**src/rtl/pvi_pkg.sv**
```systemverilog
// shared constants and types of the prioritised vectored interrupt controller
package pvi_pkg;

    // ----------------------------------------------------------------
    // vector table
    // ----------------------------------------------------------------
    localparam int NUM_VEC = 10;
    localparam int NUM_SRC = 29;
    localparam int VEC_W = 20;
    localparam int IDX_W = 4;
    localparam logic [VEC_W-1:0] VEC_BASE = 20'h00003;
    localparam logic [VEC_W-1:0] VEC_STEP = 20'h00008;
    // vectors whose upper choice is the highest level instead of high
    localparam int NUM_TOP_VEC = 2;

    // ----------------------------------------------------------------
    // reset values
    // ----------------------------------------------------------------
    localparam logic [1:0] RST_SYNC_INIT = 2'h0;
    localparam logic [NUM_VEC-1:0] PEND_INIT = 10'h000;
    localparam logic [3:0] SVC_INIT = 4'h0;
    localparam logic [VEC_W-1:0] VEC_INIT = 20'h00000;
    localparam logic [IDX_W-1:0] IDX_INIT = 4'h0;

    // ----------------------------------------------------------------
    // types
    // ----------------------------------------------------------------
    typedef enum logic [1:0] {
        LVL_NONE,
        LVL_LOW,
        LVL_HIGH,
        LVL_TOP
    } pvi_lvl_t;

    typedef enum logic [1:0] {
        SB_RUN,
        SB_HALT,
        SB_HOLD,
        SB_XHOLD
    } pvi_sb_t;

    // level of a vector from its one-bit level choice
    function automatic pvi_lvl_t pvi_lvl_of(input int idx, input logic up);
        pvi_lvl_t upper;
        upper = (idx < NUM_TOP_VEC) ? LVL_TOP : LVL_HIGH;
        return up ? upper : LVL_LOW;
    endfunction

    // entry address of a vector
    function automatic logic [VEC_W-1:0] pvi_vec_addr(input logic [IDX_W-1:0] idx);
        logic [VEC_W-1:0] wide;
        wide = {{(VEC_W-IDX_W){1'b0}}, idx};
        return VEC_BASE + (wide << 3);
    endfunction

endpackage

```
**src/rtl/pvi_arbiter.sv**
```systemverilog
// picks the winning pending vector above the level in service
`timescale 1ns/1ps
`default_nettype none
module pvi_arbiter (
    // requests
    input wire logic [pvi_pkg::NUM_VEC-1:0] pend_i,
    input wire logic [pvi_pkg::NUM_VEC-1:0] lvl_up_i,
    input wire pvi_pkg::pvi_lvl_t cur_lvl_i,
    // winner
    output logic found_o,
    output logic [pvi_pkg::IDX_W-1:0] idx_o,
    output pvi_pkg::pvi_lvl_t lvl_o
);
    import pvi_pkg::*;

    always_comb begin
        pvi_lvl_t lv;
        lv = LVL_NONE;
        found_o = 1'b0;
        idx_o = IDX_INIT;
        lvl_o = LVL_NONE;
        // ascending scan, strict compare: ties keep the smaller address
        for (int i = 0; i < NUM_VEC; i++) begin
            lv = pvi_lvl_of(i, lvl_up_i[i]);
            if (pend_i[i] && lv > cur_lvl_i && lv > lvl_o) begin
                found_o = 1'b1;
                idx_o = IDX_W'(i);
                lvl_o = lv;
            end
        end
    end

endmodule // pvi_arbiter
`default_nettype wire

```
**src/rtl/pvi_ctrl.sv**
```systemverilog
// prioritised vectored interrupt controller with standby wake logic
// What this block does
// - three levels, highest above high above low; every request ranked by its level
// - requests at or below the level in service are not accepted
// - among different pending vectors the highest level wins
// - equal levels: smallest vector address wins
// - twenty-nine sources share ten vector addresses
// - external zero at 00003H, one at 0000BH; highest or low level
// - 00013H: ext two, four, timer zero low; 0001BH: ext three, five, base timers
// - 00023H: timer zero high, ext six; 0002BH: timer one halves, ext seven
// - 00033H: serial a, both UART receives; 0003BH: serial b, c, UART transmits
// - 00043H: converter, timers six, seven, PWM45; 0004BH: port zero, timers four, five, PWM01
// - halt stops execution, peripherals run; ends on reset or interrupt
// - hold ends on reset pin low, ext wake level, or port zero source
// - crystal hold ends as hold does, or on a base timer source
`timescale 1ns/1ps
`default_nettype none
module pvi_ctrl (
    // clock and reset
    input wire logic clk_i,
    input wire logic rst_n_i,
    // external request lines, at programmed level
    input wire logic ext_irq_zero_i,
    input wire logic ext_irq_one_i,
    input wire logic ext_irq_two_i,
    input wire logic ext_irq_three_i,
    input wire logic ext_irq_four_i,
    input wire logic ext_irq_five_i,
    input wire logic ext_irq_six_i,
    input wire logic ext_irq_seven_i,
    // timer requests
    input wire logic timer_zero_low_irq_i,
    input wire logic timer_zero_high_irq_i,
    input wire logic timer_one_low_irq_i,
    input wire logic timer_one_high_irq_i,
    input wire logic base_timer_a_irq_i,
    input wire logic base_timer_b_irq_i,
    input wire logic timer_four_irq_i,
    input wire logic timer_five_irq_i,
    input wire logic timer_six_irq_i,
    input wire logic timer_seven_irq_i,
    // serial requests
    input wire logic sync_serial_a_i,
    input wire logic sync_serial_b_i,
    input wire logic sync_serial_c_i,
    input wire logic uart_a_rx_irq_i,
    input wire logic uart_b_rx_irq_i,
    input wire logic uart_a_tx_irq_i,
    input wire logic uart_b_tx_irq_i,
    // other requests
    input wire logic adc_irq_i,
    input wire logic pwm_pair_hi_irq_i,
    input wire logic port_zero_irq_i,
    input wire logic pwm_pair_lo_irq_i,
    // level choice per vector, 1 = upper level
    input wire logic [pvi_pkg::NUM_VEC-1:0] lvl_up_i,
    // core handshake
    input wire logic irq_ack_i,
    input wire logic irq_ret_i,
    output logic irq_req_o,
    output logic [pvi_pkg::VEC_W-1:0] irq_vec_o,
    output pvi_pkg::pvi_lvl_t irq_lvl_o,
    output pvi_pkg::pvi_lvl_t svc_lvl_o,
    // standby control
    input wire logic res_pin_n_i,
    input wire logic halt_cmd_i,
    input wire logic hold_cmd_i,
    input wire logic xhold_cmd_i,
    output logic exec_stop_o,
    output logic periph_stop_o,
    output logic base_timer_run_o
);
    import pvi_pkg::*;

    // ----------------------------------------------------------------
    // reset release
    // ----------------------------------------------------------------
    logic [1:0] rst_sync;
    logic rst_n;

    always_ff @(posedge clk_i or negedge rst_n_i) begin
        if (!rst_n_i) begin
            rst_sync <= RST_SYNC_INIT;
        end else begin
            rst_sync <= {rst_sync[0], 1'b1};
        end
    end
    assign rst_n = rst_sync[1];

    // ----------------------------------------------------------------
    // source to vector merge
    // ----------------------------------------------------------------
    logic [NUM_VEC-1:0] vec_raw;

    assign vec_raw[0] = ext_irq_zero_i;
    assign vec_raw[1] = ext_irq_one_i;
    assign vec_raw[2] = ext_irq_two_i | timer_zero_low_irq_i | ext_irq_four_i;
    assign vec_raw[3] = ext_irq_three_i | ext_irq_five_i
                      | base_timer_a_irq_i | base_timer_b_irq_i;
    assign vec_raw[4] = timer_zero_high_irq_i | ext_irq_six_i;
    assign vec_raw[5] = timer_one_low_irq_i | timer_one_high_irq_i | ext_irq_seven_i;
    assign vec_raw[6] = sync_serial_a_i | uart_a_rx_irq_i | uart_b_rx_irq_i;
    assign vec_raw[7] = sync_serial_b_i | sync_serial_c_i
                      | uart_a_tx_irq_i | uart_b_tx_irq_i;
    assign vec_raw[8] = adc_irq_i | timer_six_irq_i | timer_seven_irq_i
                      | pwm_pair_hi_irq_i;
    assign vec_raw[9] = port_zero_irq_i | timer_four_irq_i | timer_five_irq_i
                      | pwm_pair_lo_irq_i;

    // ----------------------------------------------------------------
    // pending flags
    // ----------------------------------------------------------------
    logic [NUM_VEC-1:0] pend;
    logic [IDX_W-1:0] sel_idx;
    logic take;

    genvar gv;
    generate
        for (gv = 0; gv < NUM_VEC; gv++) begin : g_pend
            // a new request in the accept cycle keeps the flag set
            always_ff @(posedge clk_i or negedge rst_n) begin
                if (!rst_n) begin
                    pend[gv] <= PEND_INIT[gv];
                end else if (vec_raw[gv]) begin
                    pend[gv] <= 1'b1;
                end else if (take && sel_idx == IDX_W'(gv)) begin
                    pend[gv] <= 1'b0;
                end
            end
        end
    endgenerate

    // ----------------------------------------------------------------
    // in-service levels
    // ----------------------------------------------------------------
    logic [3:0] in_svc;
    pvi_lvl_t cur_lvl;
    pvi_lvl_t sel_lvl;
    logic [3:0] next_in_svc;

    always_comb begin
        if (in_svc[LVL_TOP]) begin
            cur_lvl = LVL_TOP;
        end else if (in_svc[LVL_HIGH]) begin
            cur_lvl = LVL_HIGH;
        end else if (in_svc[LVL_LOW]) begin
            cur_lvl = LVL_LOW;
        end else begin
            cur_lvl = LVL_NONE;
        end
    end

    always_comb begin
        next_in_svc = in_svc;
        // return closes the innermost level
        if (irq_ret_i && cur_lvl != LVL_NONE) begin
            next_in_svc[cur_lvl] = 1'b0;
        end
        if (take) begin
            next_in_svc[sel_lvl] = 1'b1;
        end
    end

    always_ff @(posedge clk_i or negedge rst_n) begin
        if (!rst_n) begin
            in_svc <= SVC_INIT;
        end else begin
            in_svc <= next_in_svc;
        end
    end

    assign svc_lvl_o = cur_lvl;

    // ----------------------------------------------------------------
    // selection and core handshake
    // ----------------------------------------------------------------
    logic found;
    logic [IDX_W-1:0] win_idx;
    pvi_lvl_t win_lvl;
    logic sel_valid;

    pvi_arbiter u_arb (
        .pend_i(pend),
        .lvl_up_i(lvl_up_i),
        .cur_lvl_i(cur_lvl),
        .found_o(found),
        .idx_o(win_idx),
        .lvl_o(win_lvl)
    );

    always_ff @(posedge clk_i or negedge rst_n) begin
        if (!rst_n) begin
            sel_valid <= 1'b0;
            sel_idx <= IDX_INIT;
            sel_lvl <= LVL_NONE;
            irq_vec_o <= VEC_INIT;
        end else begin
            sel_valid <= found;
            sel_idx <= win_idx;
            sel_lvl <= win_lvl;
            irq_vec_o <= pvi_vec_addr(win_idx);
        end
    end

    // stale winner masked once cleared or outranked
    assign irq_req_o = sel_valid && pend[sel_idx] && (sel_lvl > cur_lvl);
    assign irq_lvl_o = sel_lvl;
    assign take = irq_ack_i && irq_req_o;

    // ----------------------------------------------------------------
    // standby modes
    // ----------------------------------------------------------------
    pvi_sb_t sb_state;
    pvi_sb_t next_sb_state;
    logic hold_wake;
    logic xhold_wake;

    assign hold_wake = !res_pin_n_i || ext_irq_zero_i || ext_irq_one_i || ext_irq_two_i
                     || ext_irq_four_i || ext_irq_five_i || port_zero_irq_i;
    assign xhold_wake = hold_wake || base_timer_a_irq_i || base_timer_b_irq_i;

    always_comb begin
        next_sb_state = sb_state;
        unique case (sb_state)
            SB_RUN: begin
                if (halt_cmd_i) begin
                    next_sb_state = SB_HALT;
                end else if (hold_cmd_i) begin
                    next_sb_state = SB_HOLD;
                end else if (xhold_cmd_i) begin
                    next_sb_state = SB_XHOLD;
                end
            end
            SB_HALT: begin
                if (|pend || |vec_raw) begin
                    next_sb_state = SB_RUN;
                end
            end
            SB_HOLD: begin
                if (hold_wake) begin
                    next_sb_state = SB_RUN;
                end
            end
            SB_XHOLD: begin
                if (xhold_wake) begin
                    next_sb_state = SB_RUN;
                end
            end
        endcase
    end

    always_ff @(posedge clk_i or negedge rst_n) begin
        if (!rst_n) begin
            sb_state <= SB_RUN;
        end else begin
            sb_state <= next_sb_state;
        end
    end

    assign exec_stop_o = (sb_state != SB_RUN);
    assign periph_stop_o = (sb_state == SB_HOLD) || (sb_state == SB_XHOLD);
    assign base_timer_run_o = (sb_state != SB_HOLD);

    // ----------------------------------------------------------------
    // checks
    // ----------------------------------------------------------------
    logic better_exists;

    always_comb begin
        better_exists = 1'b0;
        for (int i = 0; i < NUM_VEC; i++) begin
            if (pend[i] && IDX_W'(i) != sel_idx
                && (pvi_lvl_of(i, lvl_up_i[i]) > sel_lvl
                    || (pvi_lvl_of(i, lvl_up_i[i]) == sel_lvl && IDX_W'(i) < sel_idx))) begin
                better_exists = 1'b1;
            end
        end
    end

    a_req_above_svc: assert property (@(posedge clk_i) disable iff (!rst_n)
        irq_req_o |-> irq_lvl_o > cur_lvl)
        else $error("request offered at or below level in service");

    a_winner_best: assert property (@(posedge clk_i) disable iff (!rst_n)
        (irq_req_o && $stable(pend) && $stable(lvl_up_i) && $stable(cur_lvl))
            |-> !better_exists)
        else $error("offered vector is not the best pending one");

    a_pend_holds: assert property (@(posedge clk_i) disable iff (!rst_n)
        (pend[3] && !(take && sel_idx == 4'h3)) |=> pend[3])
        else $error("pending flag lost without acceptance");

    a_ack_sets_svc: assert property (@(posedge clk_i) disable iff (!rst_n)
        (take && !irq_ret_i)
            |=> (cur_lvl == $past(sel_lvl)) && !(irq_req_o && sel_idx == $past(sel_idx)))
        else $error("accepted level not in service");

    a_vec_address: assert property (@(posedge clk_i) disable iff (!rst_n)
        irq_req_o |-> irq_vec_o == VEC_BASE + VEC_STEP * {16'h0000, sel_idx})
        else $error("vector address mismatch");

    a_src_to_vec: assert property (@(posedge clk_i) disable iff (!rst_n)
        ext_irq_six_i |=> pend[4])
        else $error("source did not pend its vector");

    a_top_level_vecs: assert property (@(posedge clk_i) disable iff (!rst_n)
        (irq_req_o && irq_lvl_o == LVL_TOP) |-> sel_idx < 4'h2)
        else $error("highest level on a vector that cannot hold it");

    a_halt_wake: assert property (@(posedge clk_i) disable iff (!rst_n)
        (sb_state == SB_HALT && |vec_raw) |=> sb_state == SB_RUN && !exec_stop_o)
        else $error("halt not ended by interrupt");

    a_hold_wake: assert property (@(posedge clk_i) disable iff (!rst_n)
        (sb_state == SB_HOLD && port_zero_irq_i) |=> sb_state == SB_RUN)
        else $error("hold not ended by port zero source");

    a_xhold_timer: assert property (@(posedge clk_i) disable iff (!rst_n)
        (sb_state == SB_XHOLD && base_timer_b_irq_i) |=> sb_state == SB_RUN)
        else $error("crystal hold not ended by base timer");

    a_hold_sleeps: assert property (@(posedge clk_i) disable iff (!rst_n)
        (sb_state == SB_HOLD && !hold_wake && !base_timer_a_irq_i)
            |=> sb_state == SB_HOLD && periph_stop_o)
        else $error("hold left without a wake event");

endmodule // pvi_ctrl
`default_nettype wire

```
**config.mk**
```make
export PLATFORM = sky130hd
export DESIGN_NAME = pvi_ctrl
export DESIGN_NICKNAME = d
export VERILOG_FILES = /design/src/rtl/pvi_pkg.sv /design/src/rtl/pvi_arbiter.sv /design/src/rtl/pvi_ctrl.sv
export SDC_FILE = /design/constraint.sdc
export NUM_CORES = 1
export LEC_CHECK = 0
export BUFFER_PORTS_ARGS = -buffer_cell sky130_fd_sc_hd__clkbuf_2
export CORE_MARGIN = 3
export CORE_UTILIZATION = 42
export DETAILED_ROUTE_END_ITERATION = 12
export GPL_TIMING_DRIVEN = 0
export PLACE_DENSITY = 0.68
export SYNTH_ARGS = -nofsm -noshare
export SYNTH_HDL_FRONTEND = slang
export SYNTH_SLANG_ARGS = --single-unit
```
**constraint.sdc**
```tcl
create_clock -name clk_i -period 4.3 [get_ports clk_i]
set_clock_uncertainty 0.05 [all_clocks]
set_input_delay 0.43 -clock clk_i [delete_from_list [all_inputs] [get_ports clk_i]]
set_output_delay 0.43 -clock clk_i [all_outputs]
set_load 0.02 [all_outputs]
```
==> impl_metrics.yaml <==
floorplan:
  die_area_um2: 6640
  coreArea_um2: 5300
  die_h_um: 81.5
  start_util_pct: 45.2
  pin_count: 75
  row_count: 26
  fp.dieW_um: 81.5
clock_network:
  numClockSinks: 25
  cts_root_buffer: "clkbuf_8"
  cts_buffers: 3
  clkLatencyLatePin_ns: 0.26
  cts.path.max_buffers: 2
  cts_tree: "done"
  cts.clk_slew.worst_paths_ns: 0.09
  h-tree-depth: 1
power:
  net-switching-power_uw: 1600
  pwr-share-seq_pct: 11.5
  peakVddDrop_uv: 690
  p_clk_share_pct: 4.2
  p_int_uw: 1570
  combPwrFrac_pct: 84.3
  p_leak_uw: 0.00151
  powerDensity_nw_per_um2: 944
  switching_share_pct: 50.4
yosys:
  yosys.area.top_type: "dfrtp_1"
  synth.area.top_cells: "dfrtp_1 26%, ha_1 11%, buf_4 5.0%"
  syn_area_um2: 2390
  synth_warnings: 0
  synth.avg_cell_area_um2: 8.06
  synth-seq-cells: 25
  synth-main-ff-cell: "dfrtp_1"
  synth_most_common_cell: "nor2_1"
  syn_inst: 297
  synth_edf_count: 0
  ys_types: 59
  async_flop_share_pct: 100
  yosys-top-cells-count: "31 x nor2_1, 25 x dfrtp_1, 21 x ha_1, 21 x o21ai_0, 20 x nand2_1"
  synth_top_area_share_pct: 26.1
  ys_seq_area_share_pct: 26.1
critical_path:
  end_kind: "flip-flop"
  startpoint_type: "flip-flop"
  reg2reg_slack_ns: -5.76
  worstPathArrival_ns: 10.20
  critPathMaxFanout: 5
  critPathMaxStageDelay_ns: 0.45
  crit_type: "flip-flop to flip-flop"
  critPathRequiredTime_ns: 4.44
  slowest_stage: "or4_4"
  r2r_cells: 55
  cp_common_cell: "ha_4"
hold_path:
  whs_path_depth: 0
  hold_path.class: "flip-flop to flip-flop"
drt:
  via_per_inst: 5.51
  routed_wl_mm: 7.06
  final_antenna_net_count: 0
  drc_errors: 0
  detailedRoute.firstIterationViolations: 161
  dr.pass1.iters: 4
  avgRoutedWirePerCell_um: 15.1
  num_vias: 2568
timing:
  layout_min_cycle_time_ns: 10.06
  setup_tns_ns: -38.97
  worst_slew_pin_slew_ns: 0.920
  setup_ws_ns: -5.76
  rsz0062_at_grt: "true"
  maxSlewHeadroom_pct: 38.7
  setup_viol: 7
  hold_violations: 0
  fin_hold_ws_ns: 0.308
  timing.fmax_mhz: 99.4
  final.period_utilization_pct: 234
  finalMaxSlewViolations: 0
cells_and_area:
  fill_cells: 480
  diodes: 0
  postLayoutCellArea_um2: 3360
  final_cells: 466
  nets: 465
  syn2layout_area_growth_pct: 40.2
  layout-drive-gt1-share_pct: 38.9
placed_design:
  gp_congestion: 0.899
  port_buffers: 60
  hpwl_mm: 5.23
  placed_cells: 441
  dpl_cell_area_um2: 3000
  dp_slack_ns: -6.60
flow_run:
  cap_viol_max_count: 0
global_routing:
  first_global_vias: 2392
  grt_remaining_overflow: 0
  grt_max_degree: 24
  antenna_found_initial: 0
  grt_usage_pct: 22.3
  grt_first_pass_wirelength_mm: 11.6
run_status:
  status: "finished with violations"
  violations: "setup timing"
## placed cells by master (no fill, tap or decap), types with 3 or more instances in the layout
master	n
nor4_1	7
nand3_1	6
a32oi_1	3
a21oi_1	14
clkbuf_2	60
o211ai_1	4
conb_1	16
buf_4	34
or2_4	5
nand2b_1	4
nand2_1	19
o21ai_0	18
and2_1	3
nand4_1	4
and3_1	3
nor2b_1	6
o21a_1	3
clkbuf_1	3
ha_1	14
dfrtp_1	25
nor2_4	5
a21oi_2	3
o21ai_2	4
nand3_2	3
o31ai_1	5
nor2_1	27
inv_2	3
ha_4	7
buf_6	3
nand3b_1	5
o22ai_1	4
inv_1	12
clkbuf_8	3
or3_1	3
nor3b_1	4
nor3_1	6
## area by class of cell
type / instances / area (um^2) / share of cell area [%]
multi-input cells: 250 / 1930 / 57.4
flip-flops and latches: 25 / 626 / 18.6
repair buffers: 81 / 464 / 13.8
plain buffers: 21 / 151 / 4.51
well taps: 70 / 87.6 / 2.61
inverters: 15 / 56.3 / 1.68
clock buffers: 3 / 41.3 / 1.23
clock inverters: 1 / 5.00 / 0.149
## cell families after synthesis
family                     Yosys count  share of synthesized area [%]
muxes                                3                           2.30
and+or+nand+nor                    126                           28.2
adders and majority gates           24                           12.2
AOI/OAI and AO/OA                   81                           22.4
DFF                                 25                           26.1
buffers and inverters               36                           8.52
other                                2                          0.314
## worst paths after layout
kind,endpoint,startpoint
max in group asynchronous,pend[2],rst_sync[1]
hold / removal,rst_sync[1],rst_sync[0]
hold reg to reg,rst_sync[1],rst_sync[0]
setup / recovery,irq_lvl_o[0],in_svc[3]
setup reg to reg,irq_lvl_o[0],in_svc[3]
min in group asynchronous,pend[6],rst_sync[1]
## per-stage QoR
step	power, uW	util [%]
2_1_floorplan	1960	-
3_3_place_gp	2350	56.5
3_5_place_dp	2400	56.5
4_1_cts	3060	62.9
5_1_grt	3440	63.3
6_report	3170	63.3
## routing by layer
metal  track usage, %  vias to the layer above  wire [um]  part of all wire [%]
met5                0                        -          0                     0
met1             29.4                     1223       3010                    43
met2             40.1                       65       3660                    52
li1                 -                     1278          -                     -
met4             3.38                        0         36                  0.51
met3             2.30                        2        352                   5.0
## power by group through the flow
stage | combinational (uW) | sequential, uW | clock, uW
after floorplan | 1580 | 382 | 0
after CTS | 2550 | 364 | 140
after global routing | 2920 | 376 | 152
after global placement | 1980 | 368 | 0
after detailed placement | 2030 | 369 | 0
final | 2670 | 364 | 135
## worst max-delay path, delay by kind of cell (launching register included)
kind	cells	cell delay [ns]
buffers and inverters	2	0.20
DFF	1	0.39
and+or+nand+nor	26	4.20
adders and majority gates	10	2.29
AOI/OAI and AO/OA	17	2.81
## registers in the layout (all words and copies together), names as in the netlist
signal / flops
sel_valid: 1
in_svc: 3
sel_idx: 4
rst_sync: 2
sb_state: 2
irq_lvl_o: 2
pend: 10
irq_vec_o: 1
## timing repair
item	CTS	global route
pin swaps	35	2
hold buffers	1	0
hold endpoints to repair	2	0
setup endpoints to repair	7	7
buffers inserted	20	0
resized for setup	23	4
(Power assumes the default switching activity.)
